$ cat config.mk
export PLATFORM = sky130hd
export DESIGN_NAME = ttt_tracker
export DESIGN_NICKNAME = d
export VERILOG_FILES = /design/src/rtl/ttt_pkg.sv /design/src/rtl/ttt_tracker.sv /design/src/rtl/ttt_path_map.sv /design/src/rtl/ttt_path_subst.sv
export VERILOG_INCLUDE_DIRS = /design/src /design/src/rtl
export SDC_FILE = /design/constraint.sdc
export NUM_CORES = 2
export LEC_CHECK = 0
export ABC_CLOCK_PERIOD_IN_PS = 10700
export CORE_ASPECT_RATIO = 0.5
export CORE_MARGIN = 10
export CORE_UTILIZATION = 30
export DETAILED_ROUTE_END_ITERATION = 10
export DONT_BUFFER_PORTS = 1
export MAX_ROUTING_LAYER = met4
export PLACE_DENSITY_LB_ADDON = 0.12
export REMOVE_ABC_BUFFERS = 1
export SYNTH_ARGS = -nofsm -noshare
export SYNTH_HDL_FRONTEND = slang
export SYNTH_HIERARCHICAL = 1
export SYNTH_SLANG_ARGS = --single-unit
$ cat constraint.sdc
create_clock -name clock -period 10.7 [get_ports clock]
set_input_delay 1.07 -clock clock [delete_from_list [all_inputs] [get_ports clock]]
set_output_delay 1.07 -clock clock [all_outputs]
set_load 0.1 [all_outputs]
$ cat src/rtl/ttt_defines.svh
// Widths, codes and byte positions of the target transfer tracker
`ifndef TTT_DEFINES_SVH
`define TTT_DEFINES_SVH
`define TTT_TAG_W 16
`define TTT_RPID_W 32
`define TTT_UID_W 64
`define TTT_CH_W 16
`define TTT_XID_W 8
`define TTT_CNT_W 32
`define TTT_CODE_W 8
`define TTT_RC_SUCCESS 8'h00
`define TTT_RC_FAILED 8'hFE
`define TTT_RC_INVALID 8'hFF
`define TTT_SUBST_FIRST 8'h04
`define TTT_SUBST_LAST 8'h07
`endif

$ cat src/rtl/ttt_pkg.sv
// Types of the target transfer tracker
package ttt_pkg;
  typedef enum logic [1:0] {
    KIND_READ = 2'b00,
    KIND_FAST = 2'b01,
    KIND_WRITE = 2'b10
  } ttt_kind_t;
  typedef enum logic [1:0] {
    MSG_DATA_READY = 2'b00,
    MSG_DATA_REQUEST = 2'b01,
    MSG_RESPONSE = 2'b10
  } ttt_msg_t;
  typedef enum logic [1:0] {
    Q_IDLE = 2'b00,
    Q_ABORT = 2'b01,
    Q_RESP = 2'b10
  } ttt_qstate_t;
endpackage : ttt_pkg

$ cat src/rtl/ttt_tracker.sv
// Target transfer tracker: outstanding table, transfer sequencing, completions
`timescale 1ns/10ps
`include "ttt_defines.svh"

// Summary of operation
// (RULE_01) Normal read request sends a DATA READY message to the initiator.
// (RULE_02) Initiator answers DATA READY with DATA REPLY messages authorising data.
// (RULE_03) Each DATA REPLY is checked against the table entry chosen by its tag.
// (RULE_04) A valid reply starts read data exactly as the reply describes.
// (RULE_05) Last byte of normal read data starts read completion for that channel.
// (RULE_06) Read done: find entry by channel; several channels means drop only that one.
// (RULE_07) Read done on sole channel: report tag and initiator identity, clear entry.
// (RULE_08) Completion result is success or failed from final transfer status.
// (RULE_09) Fast read sends data at once, with no READY or REPLY exchange.
// (RULE_10) Last byte of a fast read signals fast read completion.
// (RULE_11) Write request sends a DATA REQUEST message to the initiator.
// (RULE_12) Initiator answers DATA REQUEST by sending the write data.
// (RULE_13) Last byte of received write data starts write completion.
// (RULE_14) Write done: find entry by channel; several channels means drop only that one.
// (RULE_15) Write done on sole channel: report tag, identity, result, clear entry.
// (RULE_16) A QUIESCE message asks the protocol layer to abort related processes.
// (RULE_17) After abort, a RESPONSE message carries the abort result code.
// (RULE_18) Flagged outgoing messages get bytes 4 to 7 replaced by the return path.
// (RULE_19) A lookup turns a received return path into a node identity.
// (RULE_20) Read or write request creates an entry: tag, path, channels, transfer id.
// (RULE_21) Result codes: 00h success, FEh failed, FFh invalid parameter.
// (RULE_22) Unmatched completion or reply leaves the table alone and flags an error.
// (RULE_23) Table lookup and update happen in one clock, one event per cycle.
module ttt_tracker
  import ttt_pkg::*;
#(
  parameter int NUM_ENT = 4,
  parameter int MAX_CH = 4,
  parameter int MAP_SLOTS = 8
)
(
  input wire logic clock,
  input wire logic rst_n,
  input wire logic req_valid,
  output logic req_ready,
  input wire ttt_kind_t req_kind,
  input wire logic [`TTT_TAG_W-1:0] req_tag,
  input wire logic [`TTT_UID_W-1:0] req_uid,
  input wire logic [`TTT_CH_W-1:0] req_channel,
  input wire logic [`TTT_XID_W-1:0] req_xfer_id,
  input wire logic [`TTT_CNT_W-1:0] req_count,
  output logic req_invalid,
  output logic ctl_valid,
  input wire logic ctl_ready,
  output ttt_msg_t ctl_type,
  output logic [`TTT_TAG_W-1:0] ctl_tag,
  output logic [`TTT_RPID_W-1:0] ctl_rpid,
  output logic [`TTT_CH_W-1:0] ctl_channel,
  output logic [`TTT_XID_W-1:0] ctl_xfer_id,
  output logic [`TTT_CNT_W-1:0] ctl_count,
  output logic [`TTT_CODE_W-1:0] ctl_code,
  input wire logic reply_valid,
  output logic reply_ready,
  input wire logic [`TTT_TAG_W-1:0] reply_tag,
  input wire logic [`TTT_RPID_W-1:0] reply_rpid,
  input wire logic [`TTT_XID_W-1:0] reply_xfer_id,
  input wire logic [`TTT_CH_W-1:0] reply_channel,
  input wire logic [`TTT_CNT_W-1:0] reply_offset,
  input wire logic [`TTT_CNT_W-1:0] reply_count,
  output logic send_valid,
  output logic send_fast,
  output logic [`TTT_TAG_W-1:0] send_tag,
  output logic [`TTT_CH_W-1:0] send_channel,
  output logic [`TTT_CNT_W-1:0] send_offset,
  output logic [`TTT_CNT_W-1:0] send_count,
  input wire logic done_valid,
  input wire logic done_write,
  input wire logic [`TTT_CH_W-1:0] done_channel,
  input wire logic done_failed,
  input wire logic fast_last,
  output logic fast_cmpl_valid,
  output logic [`TTT_TAG_W-1:0] fast_cmpl_tag,
  output logic cmpl_valid,
  output logic cmpl_write,
  output logic [`TTT_TAG_W-1:0] cmpl_tag,
  output logic [`TTT_UID_W-1:0] cmpl_uid,
  output logic [`TTT_CODE_W-1:0] cmpl_code,
  output logic val_err,
  input wire logic quiesce_valid,
  output logic quiesce_ready,
  input wire logic [`TTT_RPID_W-1:0] quiesce_rpid,
  output logic abort_req,
  input wire logic abort_ack,
  input wire logic [`TTT_CODE_W-1:0] abort_code,
  input wire logic uidq_valid,
  input wire logic [`TTT_RPID_W-1:0] uidq_rpid,
  output logic uidq_done,
  output logic uidq_hit,
  output logic [`TTT_UID_W-1:0] uidq_uid,
  input wire logic map_wr,
  input wire logic [$clog2(MAP_SLOTS)-1:0] map_slot,
  input wire logic [`TTT_RPID_W-1:0] map_rpid,
  input wire logic [`TTT_UID_W-1:0] map_uid,
  input wire logic tx_valid,
  input wire logic tx_first,
  input wire logic [7:0] tx_byte,
  input wire logic path_substitute_flag,
  input wire logic [`TTT_UID_W-1:0] tx_uid,
  output logic txo_valid,
  output logic [7:0] txo_byte
);
  localparam int EW = $clog2(NUM_ENT);
  localparam int CW = $clog2(MAX_CH);

  // Outstanding transfer table
  logic [NUM_ENT-1:0] ent_valid;
  logic [NUM_ENT-1:0] ent_write;
  logic [NUM_ENT-1:0] ent_fail;
  logic [`TTT_TAG_W-1:0] ent_tag [NUM_ENT];
  logic [`TTT_RPID_W-1:0] ent_rpid [NUM_ENT];
  logic [`TTT_XID_W-1:0] ent_xid [NUM_ENT];
  logic [MAX_CH-1:0] ch_valid [NUM_ENT];
  logic [`TTT_CH_W-1:0] ch_val [NUM_ENT][MAX_CH];

  logic fast_busy;
  ttt_qstate_t q_state;
  logic [`TTT_RPID_W-1:0] q_rpid;
  logic [`TTT_CODE_W-1:0] q_code;

  function automatic logic [EW-1:0] first_ent(input logic [NUM_ENT-1:0] v);
    logic [EW-1:0] r;
    r = '0;
    for (int i = NUM_ENT - 1; i >= 0; i--)
      if (v[i]) r = EW'(i);
    return r;
  endfunction : first_ent

  function automatic logic [CW-1:0] first_ch(input logic [MAX_CH-1:0] v);
    logic [CW-1:0] r;
    r = '0;
    for (int i = MAX_CH - 1; i >= 0; i--)
      if (v[i]) r = CW'(i);
    return r;
  endfunction : first_ch

  // Match vectors
  wire [NUM_ENT-1:0] tag_hit_vec;
  wire [NUM_ENT-1:0] dn_hit_vec;
  wire [MAX_CH-1:0] dn_slot_hit [NUM_ENT];
  wire [MAX_CH-1:0] rep_ch_hit;
  wire [EW-1:0] rep_idx = first_ent(tag_hit_vec);

  genvar ge, gc;
  generate
    for (ge = 0; ge < NUM_ENT; ge++)
    begin : g_ent
      assign tag_hit_vec[ge] = ent_valid[ge] && ent_tag[ge] == reply_tag; // RULE_03
      for (gc = 0; gc < MAX_CH; gc++)
      begin : g_ch
        assign dn_slot_hit[ge][gc] = ent_valid[ge] && ent_write[ge] == done_write &&
                                     ch_valid[ge][gc] && ch_val[ge][gc] == done_channel;
      end
      assign dn_hit_vec[ge] = |dn_slot_hit[ge];
    end
    for (gc = 0; gc < MAX_CH; gc++)
    begin : g_rep
      assign rep_ch_hit[gc] = ch_valid[rep_idx][gc] && ch_val[rep_idx][gc] == reply_channel;
    end
  endgenerate

  // Reply validation
  wire rep_hit = |tag_hit_vec;
  wire rep_ok = rep_hit && !ent_write[rep_idx] && ent_rpid[rep_idx] == reply_rpid &&
                ent_xid[rep_idx] == reply_xfer_id; // RULE_03
  wire rep_has_ch = |rep_ch_hit;
  wire rep_room = rep_has_ch || !(&ch_valid[rep_idx]);
  wire [CW-1:0] rep_slot = rep_has_ch ? first_ch(rep_ch_hit) : first_ch(~ch_valid[rep_idx]);
  wire reply_fire = reply_valid && reply_ready;
  wire rep_accept = reply_fire && rep_ok && rep_room;

  // Channel completion lookup
  wire dn_hit = |dn_hit_vec;
  wire [EW-1:0] dn_idx = first_ent(dn_hit_vec); // RULE_06 RULE_14
  wire [CW-1:0] dn_slot = first_ch(dn_slot_hit[dn_idx]);
  wire [MAX_CH-1:0] dn_chs = ch_valid[dn_idx];
  wire dn_last = (dn_chs & (dn_chs - MAX_CH'(1))) == '0;
  wire dn_fail = ent_fail[dn_idx] | done_failed;
  wire dn_apply = done_valid && dn_hit;

  // Request acceptance; completions first, then replies, then new work
  wire [EW-1:0] free_idx = first_ent(~ent_valid);
  wire have_free = |(~ent_valid);
  wire [`TTT_RPID_W-1:0] req_rpid;
  wire req_mapped;
  wire is_fast = req_kind == KIND_FAST;
  wire q_load = q_state == Q_RESP && !ctl_valid;
  assign reply_ready = !done_valid; // RULE_23
  assign req_ready = !done_valid && !reply_valid &&
                     (is_fast ? !fast_busy : (have_free && !ctl_valid && q_state != Q_RESP));
  wire req_fire = req_valid && req_ready;
  wire new_entry = req_fire && !is_fast && req_mapped;
  wire fast_fire = req_fire && is_fast;
  wire [`TTT_UID_W-1:0] dn_uid;
  wire dn_uid_hit;
  wire [`TTT_RPID_W-1:0] sub_rpid;
  wire [`TTT_UID_W-1:0] q_uid;
  wire q_uid_hit;

  assign quiesce_ready = q_state == Q_IDLE;
  assign abort_req = q_state == Q_ABORT; // RULE_16

  ttt_path_map #(
    .SLOTS(MAP_SLOTS)
  ) u_map (
    .clock(clock),
    .rst_n(rst_n),
    .wr_en(map_wr),
    .wr_slot(map_slot),
    .wr_rpid(map_rpid),
    .wr_uid(map_uid),
    .a_rpid(ent_rpid[dn_idx]),
    .a_uid(dn_uid),
    .a_hit(dn_uid_hit),
    .b_rpid(uidq_rpid),
    .b_uid(q_uid),
    .b_hit(q_uid_hit),
    .c_uid(req_uid),
    .c_rpid(req_rpid),
    .c_hit(req_mapped),
    .d_uid(tx_uid),
    .d_rpid(sub_rpid)
  );

  ttt_path_subst u_subst (
    .clock(clock),
    .rst_n(rst_n),
    .in_valid(tx_valid),
    .in_first(tx_first),
    .in_byte(tx_byte),
    .path_substitute_flag(path_substitute_flag),
    .sub_rpid(sub_rpid),
    .out_valid(txo_valid),
    .out_byte(txo_byte)
  );

  // Table updates, one event per cycle
  always_ff @(posedge clock)
  begin
    if (!rst_n)
    begin
      ent_valid <= '0;
      for (int i = 0; i < NUM_ENT; i++)
        ch_valid[i] <= '0;
    end
    else if (dn_apply)
    begin
      ch_valid[dn_idx][dn_slot] <= 1'b0; // RULE_06 RULE_14
      ent_fail[dn_idx] <= dn_fail;
      if (dn_last)
        ent_valid[dn_idx] <= 1'b0; // RULE_07 RULE_15
    end
    else if (rep_accept)
    begin
      ch_valid[rep_idx][rep_slot] <= 1'b1;
      ch_val[rep_idx][rep_slot] <= reply_channel;
    end
    else if (new_entry)
    begin
      ent_valid[free_idx] <= 1'b1; // RULE_20
      ent_write[free_idx] <= req_kind == KIND_WRITE;
      ent_fail[free_idx] <= 1'b0;
      ent_tag[free_idx] <= req_tag;
      ent_rpid[free_idx] <= req_rpid;
      ent_xid[free_idx] <= req_xfer_id;
      ch_valid[free_idx] <= {{(MAX_CH - 1){1'b0}}, req_kind == KIND_WRITE};
      ch_val[free_idx][0] <= req_channel;
    end
  end

  // Completion reports and error flags
  always_ff @(posedge clock)
  begin
    if (!rst_n)
    begin
      cmpl_valid <= 1'b0;
      cmpl_write <= 1'b0;
      cmpl_tag <= '0;
      cmpl_uid <= '0;
      cmpl_code <= `TTT_RC_SUCCESS;
      val_err <= 1'b0;
      req_invalid <= 1'b0;
    end
    else
    begin
      cmpl_valid <= dn_apply && dn_last; // RULE_05 RULE_13
      val_err <= (done_valid && !dn_hit) || (reply_fire && !(rep_ok && rep_room)); // RULE_22
      req_invalid <= req_fire && !is_fast && !req_mapped;
      if (dn_apply && dn_last)
      begin
        cmpl_write <= done_write;
        cmpl_tag <= ent_tag[dn_idx]; // RULE_07 RULE_15
        cmpl_uid <= dn_uid_hit ? dn_uid : '0;
        cmpl_code <= dn_fail ? `TTT_RC_FAILED : `TTT_RC_SUCCESS; // RULE_08 RULE_21
      end
    end
  end

  // Read data launch: validated replies and fast reads
  always_ff @(posedge clock)
  begin
    if (!rst_n)
    begin
      send_valid <= 1'b0;
      send_fast <= 1'b0;
      send_tag <= '0;
      send_channel <= '0;
      send_offset <= '0;
      send_count <= '0;
    end
    else
    begin
      send_valid <= rep_accept || fast_fire; // RULE_04 RULE_09
      if (rep_accept)
      begin
        send_fast <= 1'b0;
        send_tag <= reply_tag;
        send_channel <= reply_channel;
        send_offset <= reply_offset;
        send_count <= reply_count;
      end
      else if (fast_fire)
      begin
        send_fast <= 1'b1;
        send_tag <= req_tag;
        send_channel <= req_channel;
        send_offset <= '0;
        send_count <= req_count;
      end
    end
  end

  // Fast read tracking
  always_ff @(posedge clock)
  begin
    if (!rst_n)
    begin
      fast_busy <= 1'b0;
      fast_cmpl_valid <= 1'b0;
      fast_cmpl_tag <= '0;
    end
    else
    begin
      fast_cmpl_valid <= fast_busy && fast_last; // RULE_10
      if (fast_fire)
      begin
        fast_busy <= 1'b1;
        fast_cmpl_tag <= req_tag;
      end
      else if (fast_last)
        fast_busy <= 1'b0;
    end
  end

  // Outgoing control messages
  always_ff @(posedge clock)
  begin
    if (!rst_n)
    begin
      ctl_valid <= 1'b0;
      ctl_type <= MSG_DATA_READY;
      ctl_tag <= '0;
      ctl_rpid <= '0;
      ctl_channel <= '0;
      ctl_xfer_id <= '0;
      ctl_count <= '0;
      ctl_code <= `TTT_RC_SUCCESS;
    end
    else if (q_load)
    begin
      ctl_valid <= 1'b1;
      ctl_type <= MSG_RESPONSE;
      ctl_rpid <= q_rpid;
      ctl_code <= q_code; // RULE_17
    end
    else if (new_entry)
    begin
      ctl_valid <= 1'b1;
      ctl_type <= (req_kind == KIND_WRITE) ? MSG_DATA_REQUEST : MSG_DATA_READY; // RULE_01 RULE_11
      ctl_tag <= req_tag;
      ctl_rpid <= req_rpid;
      ctl_channel <= req_channel;
      ctl_xfer_id <= req_xfer_id;
      ctl_count <= req_count;
      ctl_code <= `TTT_RC_SUCCESS;
    end
    else if (ctl_ready)
      ctl_valid <= 1'b0;
  end

  // Quiesce sequencing
  always_ff @(posedge clock)
  begin
    if (!rst_n)
    begin
      q_state <= Q_IDLE;
      q_rpid <= '0;
      q_code <= `TTT_RC_SUCCESS;
    end
    else
    begin
      case (q_state)
        Q_IDLE:
          if (quiesce_valid)
          begin
            q_rpid <= quiesce_rpid;
            q_state <= Q_ABORT;
          end
        Q_ABORT:
          if (abort_ack)
          begin
            q_code <= abort_code;
            q_state <= Q_RESP;
          end
        Q_RESP:
          if (!ctl_valid)
            q_state <= Q_IDLE;
        default:
          q_state <= Q_IDLE;
      endcase
    end
  end

  // Node identity query
  always_ff @(posedge clock)
  begin
    if (!rst_n)
    begin
      uidq_done <= 1'b0;
      uidq_hit <= 1'b0;
      uidq_uid <= '0;
    end
    else
    begin
      uidq_done <= uidq_valid;
      if (uidq_valid)
      begin
        uidq_hit <= q_uid_hit; // RULE_19
        uidq_uid <= q_uid;
      end
    end
  end

  ready_msg_a: assert property (@(posedge clock) disable iff (!rst_n) // RULE_01
    new_entry && req_kind == KIND_READ |=> ctl_valid && ctl_type == MSG_DATA_READY)
    else $error("read request sent no DATA READY");
  request_msg_a: assert property (@(posedge clock) disable iff (!rst_n) // RULE_11
    new_entry && req_kind == KIND_WRITE |=> ctl_valid && ctl_type == MSG_DATA_REQUEST)
    else $error("write request sent no DATA REQUEST");
  reply_send_a: assert property (@(posedge clock) disable iff (!rst_n) // RULE_04
    rep_accept |=> send_valid && !send_fast && send_count == $past(reply_count) &&
    send_channel == $past(reply_channel))
    else $error("validated reply did not launch data");
  reply_err_a: assert property (@(posedge clock) disable iff (!rst_n) // RULE_22
    reply_fire && !rep_hit |=> val_err && !send_valid)
    else $error("unmatched reply not flagged");
  chan_keep_a: assert property (@(posedge clock) disable iff (!rst_n) // RULE_06
    dn_apply && !dn_last |=> !cmpl_valid && ent_valid[$past(dn_idx)])
    else $error("entry lost on non-final channel");
  entry_clear_a: assert property (@(posedge clock) disable iff (!rst_n) // RULE_07
    dn_apply && dn_last |=> cmpl_valid && !ent_valid[$past(dn_idx)])
    else $error("final channel did not complete and clear");
  fail_code_a: assert property (@(posedge clock) disable iff (!rst_n) // RULE_08
    dn_apply && dn_last && done_failed |=> cmpl_valid && cmpl_code == `TTT_RC_FAILED)
    else $error("failed transfer not reported as failed");
  fast_done_a: assert property (@(posedge clock) disable iff (!rst_n) // RULE_10
    fast_busy && fast_last |=> fast_cmpl_valid && !fast_busy)
    else $error("fast read completion missing");
  abort_req_a: assert property (@(posedge clock) disable iff (!rst_n) // RULE_16
    quiesce_valid && quiesce_ready |=> abort_req)
    else $error("quiesce did not request abort");
  resp_code_a: assert property (@(posedge clock) disable iff (!rst_n) // RULE_17
    q_load |=> ctl_valid && ctl_type == MSG_RESPONSE && ctl_code == $past(q_code))
    else $error("response code does not follow abort result");
endmodule : ttt_tracker

$ cat src/rtl/ttt_path_map.sv
// Return path identifier to node identity map with two-way lookups
`timescale 1ns/10ps
`include "ttt_defines.svh"
module ttt_path_map
  import ttt_pkg::*;
#(
  parameter int SLOTS = 8
)
(
  input wire logic clock,
  input wire logic rst_n,
  input wire logic wr_en,
  input wire logic [$clog2(SLOTS)-1:0] wr_slot,
  input wire logic [`TTT_RPID_W-1:0] wr_rpid,
  input wire logic [`TTT_UID_W-1:0] wr_uid,
  input wire logic [`TTT_RPID_W-1:0] a_rpid,
  output logic [`TTT_UID_W-1:0] a_uid,
  output logic a_hit,
  input wire logic [`TTT_RPID_W-1:0] b_rpid,
  output logic [`TTT_UID_W-1:0] b_uid,
  output logic b_hit,
  input wire logic [`TTT_UID_W-1:0] c_uid,
  output logic [`TTT_RPID_W-1:0] c_rpid,
  output logic c_hit,
  input wire logic [`TTT_UID_W-1:0] d_uid,
  output logic [`TTT_RPID_W-1:0] d_rpid
);
  logic [SLOTS-1:0] slot_valid;
  logic [`TTT_RPID_W-1:0] slot_rpid [SLOTS];
  logic [`TTT_UID_W-1:0] slot_uid [SLOTS];

  // Lowest matching slot wins; top bit is the hit flag
  function automatic logic [`TTT_UID_W:0] uid_of(input logic [`TTT_RPID_W-1:0] r);
    logic [`TTT_UID_W:0] res;
    res = '0;
    for (int i = SLOTS - 1; i >= 0; i--)
      if (slot_valid[i] && slot_rpid[i] == r) res = {1'b1, slot_uid[i]};
    return res;
  endfunction : uid_of

  function automatic logic [`TTT_RPID_W:0] rpid_of(input logic [`TTT_UID_W-1:0] u);
    logic [`TTT_RPID_W:0] res;
    res = '0;
    for (int i = SLOTS - 1; i >= 0; i--)
      if (slot_valid[i] && slot_uid[i] == u) res = {1'b1, slot_rpid[i]};
    return res;
  endfunction : rpid_of

  logic d_hit_unused;
  assign {a_hit, a_uid} = uid_of(a_rpid); // RULE_19
  assign {b_hit, b_uid} = uid_of(b_rpid); // RULE_19
  assign {c_hit, c_rpid} = rpid_of(c_uid);
  assign {d_hit_unused, d_rpid} = rpid_of(d_uid); // RULE_18

  always_ff @(posedge clock)
  begin
    if (!rst_n)
      slot_valid <= '0;
    else if (wr_en)
    begin
      slot_valid[wr_slot] <= 1'b1;
      slot_rpid[wr_slot] <= wr_rpid;
      slot_uid[wr_slot] <= wr_uid;
    end
  end
endmodule : ttt_path_map

$ cat src/rtl/ttt_path_subst.sv
// Outgoing message byte stream with return path substitution in bytes 4 to 7
`timescale 1ns/10ps
`include "ttt_defines.svh"
module ttt_path_subst
  import ttt_pkg::*;
(
  input wire logic clock,
  input wire logic rst_n,
  input wire logic in_valid,
  input wire logic in_first,
  input wire logic [7:0] in_byte,
  input wire logic path_substitute_flag,
  input wire logic [`TTT_RPID_W-1:0] sub_rpid,
  output logic out_valid,
  output logic [7:0] out_byte
);
  logic [7:0] byte_idx;
  wire [7:0] cur_idx = in_first ? 8'h00 : byte_idx;
  wire in_window = path_substitute_flag && cur_idx >= `TTT_SUBST_FIRST &&
                   cur_idx <= `TTT_SUBST_LAST;
  wire [1:0] lane = 2'(cur_idx - `TTT_SUBST_FIRST);
  wire [`TTT_RPID_W-1:0] shifted = sub_rpid << {lane, 3'h0};
  wire [7:0] next_byte = in_window ? shifted[31:24] : in_byte; // RULE_18

  always_ff @(posedge clock)
  begin
    if (!rst_n)
    begin
      out_valid <= 1'b0;
      out_byte <= 8'h00;
      byte_idx <= 8'h00;
    end
    else
    begin
      out_valid <= in_valid;
      if (in_valid)
      begin
        out_byte <= next_byte;
        byte_idx <= (cur_idx == 8'hFF) ? cur_idx : cur_idx + 8'h01;
      end
    end
  end

  subst_first_a: assert property (@(posedge clock) disable iff (!rst_n) // RULE_18
    in_valid && path_substitute_flag && cur_idx == `TTT_SUBST_FIRST
    |=> out_valid && out_byte == 8'($past(sub_rpid) >> 24))
    else $error("byte 4 not replaced by return path");
endmodule : ttt_path_subst

==> Flow_metrics.wiki <==
{| class="wikitable"
! Metric !! Value
|-
| CTS H-Tree Depth || 4
|-
| Kind of critical path || reg -> reg
|-
| Most common library cells after synthesis || sky130_fd_sc_hd__edfxtp_1 (1272), sky130_fd_sc_hd__xnor2_1 (1062), sky130_fd_sc_hd__nand2_1 (655)
|-
| Synth Instances || 9765
|-
| Number of buffers created by CTS || 179
|-
| CP endpoint kind || flip-flop
|-
| Cell taking the most area after synthesis || sky130_fd_sc_hd__edfxtp_1
|-
| Area of the multi-input gates || 48600 µm²
|-
| Number of port buffers || 0
|-
| Most numerous cell in the Yosys netlist || sky130_fd_sc_hd__edfxtp_1
|-
| Crit-path max cell delay || 0.85 ns
|-
| Antenna-violating nets left || 0
|-
| Syn. warnings || 6
|-
| Maximum root-to-sink buffer count || 4
|-
| Core area || 331000 µm²
|-
| Area of the die || 359000 µm²
|-
| Post-synthesis average cell area || 10.3 µm²
|-
| Maximum number of pins on one net before global-route repair || 132
|-
| Peak Freq || 0.122 GHz
|-
| Highest layer used for signal routing || met4
|-
| FFs w/ async S/R, synth || 0%
|-
| Detailed-routing iteration count for the pre-antenna-repair pass || 10
|-
| Height of the die || 429 µm
|-
| Fraction of synthesized cell area taken by the top area cell type || 38.1%
|-
| Hold Vio Cnt, Final || 0
|-
| Buffer type at the clock tree root || sky130_fd_sc_hd__clkbuf_16
|-
| Met3 routed WL || 55200 µm
|-
| Gr ovfl total || 0
|-
| Clock sinks || 1725
|-
| Critical path's slowest cell || sky130_fd_sc_hd__or4_4
|-
| Total global-route track usage || 39.7%
|-
| Relative slew slack || 4.28%
|-
| Slew of the pin with the lowest slew margin || 1.43 ns
|-
| # IOs || 950
|-
| Antenna violations before repair || 65
|-
| Pre-CTS worst setup slack || 2.24 ns
|-
| Detail-routed net length per standard cell || 51.8 µm
|-
| Type of origin of the critical path || flip-flop
|-
| Clock latency reported for the late side of the worst-skew pair || 0.93 ns
|-
| Result of the run || complete, no violations
|-
| CTS tree || built
|-
| Number of distinct library cells after synthesis || 107
|-
| Non-Filler Instances || 14080
|-
| Cell breakdown of the critical path || xnor2_1 > nand2_1 > or4_1 > nand4_1 > nor2_1 > and2_2 > a222oi_1 > nand2_1 > xnor2_1 > nand4_1 > nor4_1 > nand4_1 > or4_4 > nand2_1 > nor3_1 > nand4_1 > and3_4 > buf_12 > a22o_1
|-
| Routed wl met2 || 343000 µm
|-
| Non-Filler Cell Area, Final || 111000 µm²
|-
| Post-layout total power || 15.2 mW
|-
| Synthesis-stage register bit count || 1725
|-
| HPWL after DPL || 570000 µm
|-
| Minimum setup slack in the final design || 2.52 ns
|-
| Number of pins with negative max-slew slack in the final report || 0
|-
| Number of hold-repair buffers added at the cts stage || 0
|-
| Fillers || 33696
|-
| Via/cell ratio || 6.40
|-
| Final net count || 9995
|-
| Unrepaired setup endpoints after global routing || false
|-
| Violation count after the first detailed-routing iteration || 13682
|-
| Standard-cell row count || 149
|-
| P per Cell Area || 137 nW/µm²
|-
| Placed standard-cell area || 105000 µm²
|-
| Vias in the first global route || 83724
|-
| Clk pin slew, worst setup/hold paths || 0.07 ns
|-
| Finish-stage setup viols || 0
|-
| Cell area after technology mapping || 100000 µm²
|-
| Area Overhead vs Synth || 11.0%
|-
| Data required time at the worst endpoint || 11.53 ns
|-
| Placed Instances || 13717
|-
| Maximum clock skew at final layout || 0.0861 ns
|-
| Hold crit path type || in -> reg
|-
| Dominant register cell in the synthesized netlist || sky130_fd_sc_hd__edfxtp_1
|-
| DIE WIDTH || 837 µm
|-
| Static leakage || 35.8 nW
|-
| Gp weighted congestion || 1.09
|-
| Effective utilization at floorplan || 30.3%
|-
| Sequential cell area fraction in the yosys report || 47.2%
|-
| Share of final-layout standard cells stronger than drive strength 1 || 9.01%
|-
| Wire length on met1 || 286000 µm
|-
| Wire length of the first global-routing pass || 926000 µm
|-
| # resized after CTS || 0
|-
| CP Max Fanout || 45
|-
| Number of remaining DRC errors || 0
|-
| Final clock period utilization by the worst path || 76.4%
|-
| Most common cell on crit path || sky130_fd_sc_hd__nand4_1
|-
| Number of enable-type register cells in the synthesized netlist || 1272
|-
| Sequential cell area || 47300 µm²
|-
| Crit path arrival time || 9.01 ns
|-
| Total routed wirelength || 729000 µm
|-
| Via total after detailed routing || 90072
|-
| Max rail drop VDD || 0.109 mV
|-
| Min Tclk post-route || 8.18 ns
|-
| MaxCap Viol Count || 0
|-
| Number of post-CTS setup repair buffers || 0
|-
| Top cells by area, synth || sky130_fd_sc_hd__edfxtp_1 (38%), sky130_fd_sc_hd__xnor2_1 (9.3%), sky130_fd_sc_hd__dfxtp_1 (9.0%)
|}
[per-layer routing]
| layer | up-vias | GRT usage, % |
|---|---|---|
| li1 | 35728 | - |
| met1 | 47037 | 47.7 |
| met2 | 5949 | 64.6 |
| met3 | 1358 | 7.24 |
| met4 | 0 | 18.9 |
| met5 | - | - |
[registers in the layout, indices dropped and copies added, names as in the netlist, 32 cells and up]
signal / flops
uidq_uid: 64
ent_rpid: 128
u_map/slot_rpid: 256
q_rpid: 32
send_offset: 32
cmpl_uid: 64
u_map/slot_uid: 512
ch_val: 256
ctl_rpid: 32
send_count: 32
ctl_count: 32
ent_xid: 32
ent_tag: 64
[per-stage QoR]
stage          hold slack [ns]  utilization [%]  TNS (ns)
3_5_place_dp             0.446             31.8         0
4_1_cts                  0.160             33.6         0
5_1_grt                  0.182             33.6         0
3_3_place_gp             0.438             31.8         0
2_1_floorplan            0.432                -   -959.04
6_report                 0.230             33.6         0
[report_power, final]
| part | switching, mW | internal [mW] |
|---|---|---|
| combinational | 0.744 | 0.325 |
| clock | 3.00 | 3.67 |
| sequential | 0.243 | 7.25 |
| total | 3.98 | 11.2 |
[layout make-up]
class / instances / area share [%]
multi-input combinational: 6903 / 43.7
clock inverter: 91 / 0.930
clock buffer: 233 / 4.37
tap: 4454 / 5.01
antenna: 38 / 0.0855
timing repair buffer: 308 / 2.27
sequential: 1725 / 42.5
inverter: 328 / 1.11
[worst paths after layout]
kind                           start                                to  slack [ns]  cells past startpoint
max           ent_write[1]$_DFFE_PP_         cmpl_uid[20]$_SDFFE_PN0P_        2.52                     19
min                     map_rpid[28]  u_map/slot_rpid[6][28]$_DFFE_PP_        0.23                      0
max reg2reg   ent_write[1]$_DFFE_PP_         cmpl_uid[20]$_SDFFE_PN0P_        2.52                     19
min reg2reg  q_rpid[26]$_SDFFE_PN0P_           q_rpid[26]$_SDFFE_PN0P_        0.46                      2
[kinds of logic (layout without fill, tap and decap cells)]
logic type	after synthesis	after routing	synth area share (%)
mux	395	395	4.03
other cells	1	39	0.00374
compound gates	2182	2182	15.6
buf+inv	1137	960	4.89
fa+ha+maj	2	2	0.0225
simple gates	2652	2652	13.6
xor+xnor	1671	1671	14.6
flops	1725	1725	47.2
[critical path, delay by kind of cell, from the launching register on]
kind / cells / cell delay [ns]
AO/OA/AOI/OAI: 2 / 0.62
XOR/XNOR: 2 / 1.05
buffers and inverters: 1 / 0.31
flip-flops: 1 / 0.49
AND/OR/NAND/NOR: 14 / 5.42
[cells in the final DEF, fill, tap and decap left out, drive strengths merged, types with 87 or more instances in the layout]
cell type  synthesis  final
edfxtp          1272   1272
xnor2           1066   1066
nand2            658    658
xor2             605    605
a21oi            482    482
nor2             465    465
dfxtp            453    453
nand4            392    392
inv              325    336
mux2i            328    328
buf              356    308
o21ai            256    256
nor3             254    254
clkbuf           453    233
nor4             220    220
o22ai            210    210
nand3            160    160
o221ai           131    131
o2111ai          128    128
o21a             118    118
nand2b           114    114
a31oi            114    114
a221oi           102    102
nor2b             87     87
Power figures use the tool's default switching activity.
